$ cat src/rtl/fpec_pkg.sv
// constants, field layout and helper functions of the flash program/erase control
package fpec_pkg;

	// ==========================================================
	// register offsets
	localparam logic [3:0] OFS_MODE_CTL = 4'h0;
	localparam logic [3:0] OFS_STATUS = 4'h1;
	localparam logic [3:0] OFS_BLK_SEL = 4'h2;
	localparam logic [3:0] OFS_IRQ_STAT = 4'h3;
	localparam logic [3:0] OFS_IRQ_MASK = 4'h4;

	// ==========================================================
	// mode control fields
	localparam int BIT_RSVD = 7;
	localparam int BIT_UNLOCK = 6;
	localparam int BIT_ERASE_PREP = 5;
	localparam int BIT_PROG_PREP = 4;
	localparam int BIT_ERASE_CHECK = 3;
	localparam int BIT_PROG_CHECK = 2;
	localparam int BIT_ERASE = 1;
	localparam int BIT_PROG = 0;
	localparam int BIT_FAULT = 7;
	localparam logic [6:0] CTL_RESET = 7'h00;
	localparam logic [6:0] CTL_UNLOCK_ONLY = 7'h40;
	localparam logic [4:0] BLK_RESET = 5'h00;

	// ==========================================================
	// interrupt bits
	localparam int IRQ_W = 2;
	localparam int IRQ_FAULT = 0;
	localparam int IRQ_REFUSED = 1;

	// ==========================================================
	// array geometry
	localparam int AW = 16;
	localparam int UNIT_LSB = 7;
	localparam logic [15:0] SMALL_LIMIT = 16'h0fff;
	localparam logic [15:0] ARRAY_LIMIT = 16'h4fff;
	localparam int SMALL_LSB = 10;
	localparam logic [2:0] BLK_BIG = 3'h4;
	localparam logic [2:0] BLK_NONE = 3'h7;

	// block index of an address, BLK_NONE outside the array
	function automatic logic [2:0] block_of(input logic [15:0] a);
		if (a <= SMALL_LIMIT)
			block_of = {1'b0, a[SMALL_LSB+1:SMALL_LSB]};
		else if (a <= ARRAY_LIMIT)
			block_of = BLK_BIG;
		else
			block_of = BLK_NONE;
	endfunction

	// true when more than one bit is set
	function automatic logic multi_set(input logic [4:0] v);
		multi_set = (v & (v - 5'h01)) != 5'h00;
	endfunction

endpackage

$ cat src/rtl/fpec_geom_if.sv
// address-to-geometry carrier between control and decoder
`timescale 1ns/100ps
interface fpec_geom_if;
	logic [15:0] addr;
	logic [15:0] unit_base;
	logic [2:0] block_idx;
	logic in_array;
	modport req (output addr, input unit_base, input block_idx, input in_array);
	modport geo (input addr, output unit_base, output block_idx, output in_array);
endinterface

$ cat src/rtl/fpec_geom.sv
// flash array geometry decoder
`timescale 1ns/100ps
module fpec_geom (
	fpec_geom_if.geo g
);
	// ==========================================================
	// decode
	wire [2:0] blk_w = fpec_pkg::block_of(g.addr);
	assign g.block_idx = blk_w;
	assign g.in_array = blk_w != fpec_pkg::BLK_NONE;
	// low seven bits cleared gives a 00 or 80 boundary
	assign g.unit_base = {g.addr[15:fpec_pkg::UNIT_LSB], 7'h00};
endmodule

$ cat src/rtl/fpec_top.sv
// flash program/erase control: registers, interlocks, fault and interrupt
`timescale 1ns/100ps
module fpec_top (
	input wire logic clk,
	input wire logic resetn,
	input wire logic [3:0] reg_addr,
	input wire logic [7:0] reg_wdata,
	input wire logic reg_wr,
	input wire logic reg_rd,
	output logic [7:0] reg_rdata,
	input wire logic [15:0] arr_addr,
	input wire logic arr_wr,
	input wire logic arr_fail,
	output logic read_mode,
	output logic prog_mode,
	output logic erase_mode,
	output logic prog_prep_state,
	output logic erase_prep_state,
	output logic prog_check_mode,
	output logic erase_check_mode,
	output logic [4:0] erase_blocks,
	output logic prog_wr,
	output logic [15:0] prog_addr,
	output logic [15:0] prog_unit,
	output logic fault,
	output logic irq
);
	// ==========================================================
	// geometry decoder
	fpec_geom_if gif ();
	assign gif.addr = arr_addr;
	fpec_geom u_geom (
		.g(gif.geo)
	);

	// ==========================================================
	// state
	logic [6:0] ctl_ff;
	logic [4:0] blk_ff;
	logic fault_ff;
	logic [1:0] irq_st_ff;
	logic [1:0] irq_mask_ff;
	logic [7:0] rdata_ff;
	logic fail_s1_ff;
	logic fail_s2_ff;
	logic fail_s3_ff;
	logic unit_valid_ff;
	logic [15:0] unit_ff;
	logic read_mode_ff;
	logic prog_mode_ff;
	logic erase_mode_ff;
	logic pprep_ff;
	logic eprep_ff;
	logic pcheck_ff;
	logic echeck_ff;
	logic [4:0] eblk_ff;
	logic prog_wr_ff;
	logic [15:0] prog_addr_ff;
	logic irq_ff;

	// ==========================================================
	// register decode
	wire wr_ctl = reg_wr && (reg_addr == fpec_pkg::OFS_MODE_CTL);
	wire wr_blk = reg_wr && (reg_addr == fpec_pkg::OFS_BLK_SEL);
	wire wr_ist = reg_wr && (reg_addr == fpec_pkg::OFS_IRQ_STAT);
	wire wr_imsk = reg_wr && (reg_addr == fpec_pkg::OFS_IRQ_MASK);
	wire unlocked = ctl_ff[fpec_pkg::BIT_UNLOCK];
	wire wr_unlock = reg_wdata[fpec_pkg::BIT_UNLOCK];

	// ==========================================================
	// mode control update
	// other bits take effect only once unlock is already set, so a
	// single write cannot both unlock and start an operation
	wire [6:0] ctl_written = !wr_unlock ? fpec_pkg::CTL_RESET :
		unlocked ? reg_wdata[6:0] : fpec_pkg::CTL_UNLOCK_ONLY;
	wire [6:0] nxt_ctl = wr_ctl ? ctl_written : ctl_ff;
	wire ctl_refused = wr_ctl && (reg_wdata[5:0] != 6'h00) && !(unlocked && wr_unlock);

	// ==========================================================
	// block select update
	wire [4:0] blk_written = (!unlocked || fpec_pkg::multi_set(reg_wdata[4:0])) ?
		fpec_pkg::BLK_RESET : reg_wdata[4:0];
	wire [4:0] blk_kept = wr_blk ? blk_written : blk_ff;
	wire [4:0] nxt_blk = nxt_ctl[fpec_pkg::BIT_UNLOCK] ? blk_kept : fpec_pkg::BLK_RESET;
	wire blk_refused = wr_blk && !unlocked && (reg_wdata[4:0] != 5'h00);

	// ==========================================================
	// array writes in program mode
	wire prog_try = arr_wr && prog_mode_ff;
	wire unit_hit = !unit_valid_ff || (gif.unit_base == unit_ff);
	wire prog_take = prog_try && gif.in_array && unit_hit;
	wire prog_outside = prog_try && !gif.in_array;
	wire prog_off_unit = prog_try && gif.in_array && !unit_hit;
	wire nxt_unit_valid = prog_mode_ff && (unit_valid_ff || prog_take);
	wire [15:0] nxt_unit = (prog_take && !unit_valid_ff) ? gif.unit_base : unit_ff;

	// ==========================================================
	// fault and interrupts
	wire fail_rise = fail_s2_ff && !fail_s3_ff;
	wire fault_event = (fail_rise || prog_outside) && !fault_ff;
	wire nxt_fault = fault_ff || fail_rise || prog_outside;
	wire [1:0] irq_ev = {ctl_refused || blk_refused || prog_off_unit, fault_event};
	wire [1:0] irq_clr = wr_ist ? reg_wdata[1:0] : 2'h0;
	wire [1:0] nxt_irq_st = (irq_st_ff & ~irq_clr) | irq_ev;
	wire [1:0] nxt_irq_mask = wr_imsk ? reg_wdata[1:0] : irq_mask_ff;

	// ==========================================================
	// effective modes
	wire nxt_prog = nxt_ctl[fpec_pkg::BIT_PROG] && nxt_ctl[fpec_pkg::BIT_UNLOCK] &&
		nxt_ctl[fpec_pkg::BIT_PROG_PREP] && !nxt_fault;
	wire nxt_erase = nxt_ctl[fpec_pkg::BIT_ERASE] && nxt_ctl[fpec_pkg::BIT_UNLOCK] &&
		nxt_ctl[fpec_pkg::BIT_ERASE_PREP] && !nxt_fault;
	wire nxt_read = nxt_ctl[5:0] == 6'h00;

	// ==========================================================
	// read mux
	wire [7:0] rd_ctl = {1'b0, ctl_ff};
	wire [7:0] rd_stat = {fault_ff, 7'h00};
	wire [7:0] rd_sel = (reg_addr == fpec_pkg::OFS_MODE_CTL) ? rd_ctl :
		(reg_addr == fpec_pkg::OFS_STATUS) ? rd_stat :
		(reg_addr == fpec_pkg::OFS_BLK_SEL) ? {3'h0, blk_ff} :
		(reg_addr == fpec_pkg::OFS_IRQ_STAT) ? {6'h00, irq_st_ff} :
		(reg_addr == fpec_pkg::OFS_IRQ_MASK) ? {6'h00, irq_mask_ff} : 8'h00;

	// ==========================================================
	// registers
	always_ff @(posedge clk or negedge resetn) begin
		if (!resetn) begin
			ctl_ff <= fpec_pkg::CTL_RESET;
			blk_ff <= fpec_pkg::BLK_RESET;
			fault_ff <= 1'b0;
		end else begin
			ctl_ff <= nxt_ctl;
			blk_ff <= nxt_blk;
			fault_ff <= nxt_fault;
		end
	end

	always_ff @(posedge clk or negedge resetn) begin
		if (!resetn) begin
			irq_st_ff <= 2'h0;
			irq_mask_ff <= 2'h0;
			irq_ff <= 1'b0;
			rdata_ff <= 8'h00;
		end else begin
			irq_st_ff <= nxt_irq_st;
			irq_mask_ff <= nxt_irq_mask;
			irq_ff <= (nxt_irq_st & nxt_irq_mask) != 2'h0;
			rdata_ff <= reg_rd ? rd_sel : 8'h00;
		end
	end

	// fail pin comes from the array's own timing, so it is synchronised
	always_ff @(posedge clk or negedge resetn) begin
		if (!resetn) begin
			fail_s1_ff <= 1'b0;
			fail_s2_ff <= 1'b0;
			fail_s3_ff <= 1'b0;
		end else begin
			fail_s1_ff <= arr_fail;
			fail_s2_ff <= fail_s1_ff;
			fail_s3_ff <= fail_s2_ff;
		end
	end

	always_ff @(posedge clk or negedge resetn) begin
		if (!resetn) begin
			read_mode_ff <= 1'b1;
			prog_mode_ff <= 1'b0;
			erase_mode_ff <= 1'b0;
			pprep_ff <= 1'b0;
			eprep_ff <= 1'b0;
			pcheck_ff <= 1'b0;
			echeck_ff <= 1'b0;
			eblk_ff <= 5'h00;
		end else begin
			read_mode_ff <= nxt_read;
			prog_mode_ff <= nxt_prog;
			erase_mode_ff <= nxt_erase;
			pprep_ff <= nxt_ctl[fpec_pkg::BIT_PROG_PREP];
			eprep_ff <= nxt_ctl[fpec_pkg::BIT_ERASE_PREP];
			pcheck_ff <= nxt_ctl[fpec_pkg::BIT_PROG_CHECK];
			echeck_ff <= nxt_ctl[fpec_pkg::BIT_ERASE_CHECK];
			eblk_ff <= nxt_erase ? nxt_blk : 5'h00;
		end
	end

	always_ff @(posedge clk or negedge resetn) begin
		if (!resetn) begin
			unit_valid_ff <= 1'b0;
			unit_ff <= 16'h0000;
			prog_wr_ff <= 1'b0;
			prog_addr_ff <= 16'h0000;
		end else begin
			unit_valid_ff <= nxt_unit_valid;
			unit_ff <= nxt_unit;
			prog_wr_ff <= prog_take;
			prog_addr_ff <= prog_take ? arr_addr : prog_addr_ff;
		end
	end

	// ==========================================================
	// outputs
	assign reg_rdata = rdata_ff;
	assign read_mode = read_mode_ff;
	assign prog_mode = prog_mode_ff;
	assign erase_mode = erase_mode_ff;
	assign prog_prep_state = pprep_ff;
	assign erase_prep_state = eprep_ff;
	assign prog_check_mode = pcheck_ff;
	assign erase_check_mode = echeck_ff;
	assign erase_blocks = eblk_ff;
	assign prog_wr = prog_wr_ff;
	assign prog_addr = prog_addr_ff;
	assign prog_unit = unit_ff;
	assign fault = fault_ff;
	assign irq = irq_ff;

	// ==========================================================
	// checks
	chk_prog_interlock: assert property (@(posedge clk) disable iff (!resetn)
		prog_mode_ff |-> (ctl_ff[6] && ctl_ff[4] && ctl_ff[0] && !fault_ff))
		else $error("program mode without unlock and prep");

	chk_erase_interlock: assert property (@(posedge clk) disable iff (!resetn)
		erase_mode_ff |-> (ctl_ff[6] && ctl_ff[5] && ctl_ff[1] && !fault_ff))
		else $error("erase mode without unlock and prep");

	chk_lock_clears: assert property (@(posedge clk) disable iff (!resetn)
		(wr_ctl && !reg_wdata[6]) |=> (ctl_ff == 7'h00 && blk_ff == 5'h00))
		else $error("clearing unlock left bits set");

	chk_blk_single: assert property (@(posedge clk) disable iff (!resetn)
		(wr_blk && $countones(reg_wdata[4:0]) > 1) |=> blk_ff == 5'h00)
		else $error("multiple block select not cleared");

	chk_rsvd_zero: assert property (@(posedge clk) disable iff (!resetn)
		(reg_rd && reg_addr == 4'h0) |=> (reg_rdata[7] == 1'b0 && reg_rdata[6:0] == ctl_ff))
		else $error("mode control readback wrong");

	chk_fault_protect: assert property (@(posedge clk) disable iff (!resetn)
		$rose(fault_ff) |-> (!prog_mode_ff && !erase_mode_ff)[*3])
		else $error("array active under fault");

	chk_unit_align: assert property (@(posedge clk) disable iff (!resetn)
		prog_wr_ff |-> (prog_unit[6:0] == 7'h00 && prog_addr[15:7] == prog_unit[15:7]))
		else $error("program write outside unit");

	chk_read_mode: assert property (@(posedge clk) disable iff (!resetn)
		(wr_ctl && !reg_wdata[6]) |=> read_mode_ff && !pprep_ff && !eprep_ff)
		else $error("read mode not restored");

	chk_erase_blocks: assert property (@(posedge clk) disable iff (!resetn)
		erase_mode_ff |-> (erase_blocks == $past(nxt_blk) && $countones(erase_blocks) <= 1))
		else $error("erase blocks wrong");

	chk_irq_level: assert property (@(posedge clk) disable iff (!resetn)
		irq_ff == ((irq_st_ff & irq_mask_ff) != 2'h0))
		else $error("interrupt level wrong");

	// ==========================================================
	// interlock, refusal and fault checks
	chk_unlock_only: assert property (@(posedge clk) disable iff (!resetn)
		(wr_ctl && wr_unlock && !unlocked) |=> ctl_ff == fpec_pkg::CTL_UNLOCK_ONLY)
		else $error("locked write set more than unlock");

	chk_locked_refused: assert property (@(posedge clk) disable iff (!resetn)
		(wr_ctl && !unlocked && reg_wdata[5:0] != 6'h00) |=> irq_st_ff[fpec_pkg::IRQ_REFUSED])
		else $error("refused mode write not flagged");

	chk_ctl_locked: assert property (@(posedge clk) disable iff (!resetn)
		(wr_ctl && !unlocked) |=> ctl_ff[5:0] == 6'h00)
		else $error("mode bit set while locked");

	chk_blk_locked: assert property (@(posedge clk) disable iff (!resetn)
		!ctl_ff[fpec_pkg::BIT_UNLOCK] |-> blk_ff == fpec_pkg::BLK_RESET)
		else $error("block select kept while locked");

	chk_blk_store: assert property (@(posedge clk) disable iff (!resetn)
		(wr_blk && unlocked && $countones(reg_wdata[4:0]) == 1) |=>
		blk_ff == $past(reg_wdata[4:0]))
		else $error("single block select not stored");

	chk_eprep_bit: assert property (@(posedge clk) disable iff (!resetn)
		(wr_ctl && unlocked && wr_unlock) |=>
		erase_prep_state == $past(reg_wdata[fpec_pkg::BIT_ERASE_PREP]))
		else $error("erase setup state wrong");

	chk_pprep_bit: assert property (@(posedge clk) disable iff (!resetn)
		(wr_ctl && unlocked && wr_unlock) |=>
		prog_prep_state == $past(reg_wdata[fpec_pkg::BIT_PROG_PREP]))
		else $error("program setup state wrong");

	chk_echeck_bit: assert property (@(posedge clk) disable iff (!resetn)
		(wr_ctl && unlocked && wr_unlock) |=>
		erase_check_mode == $past(reg_wdata[fpec_pkg::BIT_ERASE_CHECK]))
		else $error("erase verify mode wrong");

	chk_pcheck_bit: assert property (@(posedge clk) disable iff (!resetn)
		(wr_ctl && unlocked && wr_unlock) |=>
		prog_check_mode == $past(reg_wdata[fpec_pkg::BIT_PROG_CHECK]))
		else $error("program verify mode wrong");

	chk_erase_cancel: assert property (@(posedge clk) disable iff (!resetn)
		(wr_ctl && !reg_wdata[fpec_pkg::BIT_ERASE]) |=> !erase_mode_ff)
		else $error("erase mode not cancelled");

	chk_prog_cancel: assert property (@(posedge clk) disable iff (!resetn)
		(wr_ctl && !reg_wdata[fpec_pkg::BIT_PROG]) |=> !prog_mode_ff)
		else $error("program mode not cancelled");

	chk_read_exact: assert property (@(posedge clk) disable iff (!resetn)
		read_mode_ff == (ctl_ff[5:0] == 6'h00))
		else $error("read mode disagrees with mode bits");

	chk_fault_sticky: assert property (@(posedge clk) disable iff (!resetn)
		fault_ff |=> fault_ff)
		else $error("fault flag dropped without reset");

	chk_fault_pin: assert property (@(posedge clk) disable iff (!resetn)
		(fail_s2_ff && !fail_s3_ff) |=> fault_ff)
		else $error("array failure not flagged");

	chk_fault_outside: assert property (@(posedge clk) disable iff (!resetn)
		(arr_wr && prog_mode_ff && arr_addr > fpec_pkg::ARRAY_LIMIT) |=> fault_ff)
		else $error("write beyond array not flagged");

	chk_fault_no_write: assert property (@(posedge clk) disable iff (!resetn)
		fault_ff |=> !prog_wr_ff)
		else $error("program write under fault");

	chk_unit_hold: assert property (@(posedge clk) disable iff (!resetn)
		unit_valid_ff |=> prog_unit == $past(prog_unit))
		else $error("program unit moved");

	chk_off_unit: assert property (@(posedge clk) disable iff (!resetn)
		(arr_wr && prog_mode_ff && unit_valid_ff && arr_addr <= fpec_pkg::ARRAY_LIMIT &&
		arr_addr[15:7] != unit_ff[15:7]) |=> (!prog_wr_ff && irq_st_ff[fpec_pkg::IRQ_REFUSED]))
		else $error("off-unit write accepted");

	chk_status_read: assert property (@(posedge clk) disable iff (!resetn)
		(reg_rd && reg_addr == fpec_pkg::OFS_STATUS) |=> reg_rdata == {$past(fault_ff), 7'h00})
		else $error("status readback wrong");

	chk_rdata_idle: assert property (@(posedge clk) disable iff (!resetn)
		!reg_rd |=> reg_rdata == 8'h00)
		else $error("read data without read strobe");
endmodule

$ cat config.mk
export PLATFORM = sky130hd
export DESIGN_NAME = fpec_top
export DESIGN_NICKNAME = d
export VERILOG_FILES = /design/src/rtl/fpec_pkg.sv /design/src/rtl/fpec_geom_if.sv /design/src/rtl/fpec_geom.sv /design/src/rtl/fpec_top.sv
export SDC_FILE = /design/constraint.sdc
export NUM_CORES = 1
export LEC_CHECK = 0
export BUFFER_PORTS_ARGS = -buffer_cell sky130_fd_sc_hd__buf_2
export CORE_MARGIN = 2
export CORE_UTILIZATION = 50
export CTS_CLUSTER_SIZE = 16
export DETAILED_ROUTE_END_ITERATION = 8
export HOLD_SLACK_MARGIN = 0.05
export PLACE_DENSITY = 0.84
export SYNTH_ARGS = -nofsm -noshare
export SYNTH_HDL_FRONTEND = slang
export SYNTH_SLANG_ARGS = --single-unit
$ cat constraint.sdc
create_clock -name clk -period 2.2 [get_ports clk]
set_clock_uncertainty 0.2 [all_clocks]
set_input_delay 0.44 -clock clk [delete_from_list [all_inputs] [get_ports clk]]
set_output_delay 0.44 -clock clk [all_outputs]
set_load 0.01 [all_outputs]
* After elaboration in Yosys (flattened, before gate mapping)
Index checks and enable logic that the tools add are counted.
Cells by class: add/subtract/negate cells 1, magnitude comparators 2, equality and inequality tests 6, mux-type cells 17, bitwise logic cells 5, reductions and logical operators 46
Operators with widths (number):
- 5-bit 2-to-1 mux | 5
- 1-bit logical AND | 24
- 8-bit 2-to-1 mux | 3
- 16-bit by 12-bit less-or-equal comparator with 1-bit output, second input constant | 1
- 16-bit by 15-bit less-or-equal comparator with 1-bit output, second input constant | 1
- 7-bit 2-to-1 mux | 2
- 2-bit 2-to-1 mux | 5
- 5-bit nonzero test | 2
- 9-bit equality test | 1
- 4-bit by 2-bit equality test with 1-bit output, second input constant | 2
- 1-bit zero test | 8
- 1-bit logical OR | 8
- 6-bit zero test | 1
- 6-bit 2-to-1 mux | 1
- 6-bit nonzero test | 1
- 5-bit AND | 1
- 5-bit by 1-bit subtractor with 5-bit output, second input constant | 1
- 2-bit AND | 2
- 4-bit by 1-bit equality test with 1-bit output, second input constant | 1
- 4-bit by 3-bit equality test with 1-bit output, second input constant | 1
- 4-bit zero test | 1
- 3-bit 2-to-1 mux | 1
- 3-bit != test, second input constant | 1
- 2-bit NOT | 1
- 2 further kinds | 2
Storage, ports and cells: register bits 68, bits of input ports 34, word-level logic and storage cells 99

* Longest topological paths before layout
word-level depth 11, depth in mapped cells 7, mapped depth without buffers 6

* Cells and area by module
Synthesis repeated with hierarchy kept, for this count alone.
Second synthesis, totals: cells, all modules 263, area, all modules 3156.8 sq um
By module, submodules not included:
- fpec_top | times used 1, cells an instance 240, area an instance 2992.9 sq um
- fpec_geom | times used 1, cells an instance 23, area an instance 163.9 sq um

* Least setup slack after synthesis
OpenSTA, ideal clock, no wires.
kind input port to flip-flop, start point input port arr_addr[13], end point register prog_addr_ff[10], in the netlist prog_addr[10], setup time 0.125 ns, arrival 1.742 ns, slack 0.133 ns, stages on the path 7, cells stage by stage xor2_1 -> nor4_1 -> nand4_1 -> a21o_1 -> buf_6 -> buf_12 -> mux2_4
On the way: cells in the longest elaborated chain, start to end 6, elaborated cells between the ends (all ways) 9, those cells by class order compare (2); eq/ne (2); mux (2); reduce/logical (3)
RTL lines:
- start: declaration | line fpec_top.sv:11 | input wire logic [15:0] arr_addr,
- 16-bit by 15-bit less-or-equal comparator with 1-bit output | line fpec_pkg.sv:47 | else if (a <= ARRAY_LIMIT)
- 2-bit 2-to-1 mux | line fpec_pkg.sv:47
- 3-bit 2-to-1 mux | line fpec_pkg.sv:45 | if (a <= SMALL_LIMIT)
- 3-bit != test | line fpec_geom.sv:10 | assign g.in_array = blk_w != fpec_pkg::BLK_NONE;
- 1-bit logical AND | line fpec_top.sv:91 | wire prog_take = prog_try && gif.in_array && unit_hit;
- 1-bit logical AND (*) | line fpec_top.sv:91
- end signal: assignment | line fpec_top.sv:198 | prog_addr_ff <= prog_take ? arr_addr : prog_addr_ff;
- end: declaration | line fpec_top.sv:58 | logic [15:0] prog_addr_ff;
Mark *: on every way between the ends. The rest lies on a longest branch, timed or not. A chain may end at the register's enable or synchronous reset.

* Final worst setup path
start point register unit_ff[8], in the netlist prog_unit[8], end point register prog_addr_ff[8], in the netlist prog_addr[8]
On the way: cells in the longest elaborated chain, start to end 3
RTL lines:
- start: declaration | line fpec_top.sv:48 | logic [15:0] unit_ff;
- start signal: assignment | line fpec_top.sv:196 | unit_ff <= nxt_unit;
- 9-bit equality test | line fpec_top.sv:90 | wire unit_hit = !unit_valid_ff || (gif.unit_base == unit_ff);
- 1-bit logical OR | line fpec_top.sv:90
- 1-bit logical AND | line fpec_top.sv:91
Every way passes these cells.

==> flow_summary.toml <==
[outcome]
outcome = "completed"

[power]
power_density_nw_per_um2 = 741.7
pwr-share-seq_pct = 47.1
fin_total_pwr_mw = 2.666
combPwrFrac_pct = 9.7
internal_power_mw = 2.066
peakVddDrop_uv = 450.1
power_switching_mw = 0.6002
power_frac_clock_pct = 43.2
p_leak_nw = 1.951
p_sw_share_pct = 22.51

[clocking]
cts_hold_buf = 2
root_buffer = "clkbuf_8"
cts_setup_buffers = 0
cts_resized = 0
cts_sinks = 64
cts_buffers = 9
clockBufferDepth = 2
htree_num_levels = 3
tritoncts = "done"
clock_latency_ns = 0.33
clkTransAtPathRegs_ns = 0.07

[grt]
grtUsageMet1_pct = 26.40
grt_usage_pct = 20.70
grt_pass1_wl_um = 9687
gr-usage-met2_pct = 33.33
antenna_found_initial = 0
busiest_layer = "met2"
grt_pass1_vias = 2066
grt_max_degree = 25
grt_use_met3_pct = 4.773
overflow = 0

[drt]
wire_per_inst_um = 14.66
ant_nets = 0
via_count = 2069
vias_per_cell = 5.084
drc = 0
first_pass_iters = 4
first_iter_violations = 131
routed_wl_um = 5966

[placed_design]
io_buffers = 80
placed_area_um2 = 3342
routabilityCongestion = 0.8465
dp_hpwl_um = 4549
place_ws_ns = 0.008927

[min_path]
min_from = "arr_addr[4]"
hp-class = "in -> reg"
whs_endpoint = "prog_addr[4]$_DFFE_PN0P_"
min_path_cells = 2

[sta]
setup_viol = 0
hold_viol_final = 0
min_period_ns = 2.012
fmax_mhz = 497.0
setup_tns_ns = 0
maxSlewViolCount = 0
setup_slack_ns = 0.1879
grt_setup_unrepaired = "false"
min_period_over_period_pct = 91.46
holdWs_ns = 0.1447

[floorplan]
core-area_um2 = 5439
dieArea_um2 = 6197
num_rows = 27
io_pins = 89
die_w_um = 78.72
die_h_um = 78.72
start_util_pct = 51.32

[setup_path]
timing.rr.start = "prog_unit[8]$_DFFE_PN0P_"
required_ns = 2.21
start_kind = "register"
crit_arrival_ns = 2.03
end_kind = "register"
crit_type = "reg -> reg"
r2r-end = "prog_addr[8]$_DFFE_PN0P_"
cp_max_fo = 11
rrSetupSlack_ns = 0.19
reg2reg_depth = 6

[cells_and_area]
multi_input_area_um2 = 1069
syn2layout_area_growth_pct = 28.78
n_fill_cell = 407
design_area_um2 = 3595
register_area_um2 = 1603
final_layout_size_suffix_gt1_share_pct = 40.00
nets = 364
n_antenna_cell = 0

[logic_synthesis]
synthArstFlopShare_pct = 100.0
syn-cell-area_um2 = 2791
synth.yosys.seq_area_share_pct = 57.42
yosysWarningCount = 0
ys.flop_type = "dfrtp_1"
avgSynthCellArea_um2 = 12.08
synth_edf_count = 0
ys_types = 41
syn-instance-count = 231
ys_ff_latch = 64

[flow_run]
maxCapViolCount = 0
==> sequential cells by signal, indices dropped and copies added, names as in the netlist <==
name and cells:
prog_addr 16, prog_unit 9, reg_rdata 8, ctl_ff 7, blk_ff 5, erase_blocks 5
irq_mask_ff 2, irq_st_ff 2, erase_mode 1, fail_s1_ff 1, fail_s2_ff 1, fail_s3_ff 1
fault 1, irq 1, prog_mode 1, prog_wr 1, read_mode 1, unit_valid_ff 1
==> cell type report <==
cell class	count	share of cell area, %
Multi-Input combinational cell	149	29.72
Clock inverter	2	1.671
Timing Repair Buffer	96	15.66
Sequential cell	64	44.59
Tap cell	72	2.506
Inverter	10	1.044
Clock buffer	14	4.803
==> cells in the final DEF (no fill, tap or decap), types with 3 or more instances in the layout <==
| cell | Yosys | routed |
|---|---|---|
| o21ai_0 | 9 | 9 |
| nor3_1 | 3 | 3 |
| dfrtp_1 | 63 | 63 |
| mux2i_1 | 16 | 16 |
| and2_1 | 6 | 6 |
| nor4_1 | 4 | 4 |
| mux2_2 | 15 | 15 |
| buf_4 | 7 | 11 |
| clkbuf_8 | 0 | 12 |
| conb_1 | 1 | 7 |
| nand4_1 | 3 | 3 |
| buf_2 | 2 | 80 |
| mux2_4 | 8 | 8 |
| nand2_1 | 21 | 21 |
| nor3b_1 | 4 | 4 |
| inv_1 | 10 | 10 |
| xor2_1 | 7 | 7 |
| buf_12 | 1 | 3 |
| nand3_1 | 3 | 3 |
| nor2_1 | 16 | 16 |
==> critical path, stage by stage, from the launching register on <==
cell	delay [ns]
dfrtp_1	0.42
xor2_1	0.15
nor4_1	0.28
nand4_1	0.16
a21o_1	0.24
buf_12	0.16
mux2_4	0.29
==> logic make-up (layout without fill, tap and decap cells) <==
logic type	Yosys count	in the layout	share of synthesized area, %
buf+inv	24	122	5.110
xor+xnor	9	9	2.824
simple gates	73	73	13.67
flops	64	64	57.42
mux	39	39	16.09
compound gates	21	21	4.751
other cells	1	7	0.1343
==> how the worst max path moves through the flow <==
stage	slack, ns	start	to	cells after the start
floorplan	0.13	arr_addr[13]	prog_addr[10]$_DFFE_PN0P_	7
global placement	0.01	arr_addr[13]	prog_addr[7]$_DFFE_PN0P_	7
detailed placement	0.009	arr_addr[13]	prog_addr[11]$_DFFE_PN0P_	7
CTS	0.17	prog_unit[13]$_DFFE_PN0P_	prog_addr[12]$_DFFE_PN0P_	6
global route	0.12	prog_unit[8]$_DFFE_PN0P_	prog_addr[7]$_DFFE_PN0P_	6
finish	0.19	prog_unit[8]$_DFFE_PN0P_	prog_addr[8]$_DFFE_PN0P_	6
==> layer usage <==
metal  part of all wire, %  wire length (um)
met1                    42              2483
met2                    50              2954
met3                   7.5               448
met4                   1.3                80
met5                     0                 0
==> synthesized netlist by cell type, drive strengths merged, types with 2 or more instances <==
library cell  number  area share, %
nand2b             2           0.45
o31ai              2           0.54
a21oi              2           0.36
mux2i             16            5.7
o21ai              9            1.6
buf               11            3.4
or4                2           0.54
and2               6            1.3
xnor2              2           0.63
o22ai              2           0.45
nand3              3           0.54
clkbuf             3           0.40
xor2               7            2.2
nor3b              5            1.5
a221oi             2           0.63
dfrtp             63             56
nor4               4           0.90
mux2              23             10
nand2             21            2.8
nor2              17            2.4
inv               10            1.3
and4               2           0.63
nor3               3           0.54
nand4              3           0.67
==> per-stage QoR <==
step                      util, %  cells
final                       66.09    407
after global routing        66.09    407
after CTS                   66.09    407
after detailed placement    61.44    389
after global placement      61.44    389
after floorplan                 -    237
==> power by group through the flow <==
stage                     combinational [mW]  clock, mW  sequential, mW
after global routing                   0.285       1.23            1.26
after floorplan                        0.122          0            1.28
after CTS                              0.259       1.17            1.26
after global placement                 0.247          0            1.27
after detailed placement               0.254          0            1.28
final                                  0.258       1.15            1.26
Power figures use the tool's default switching activity.
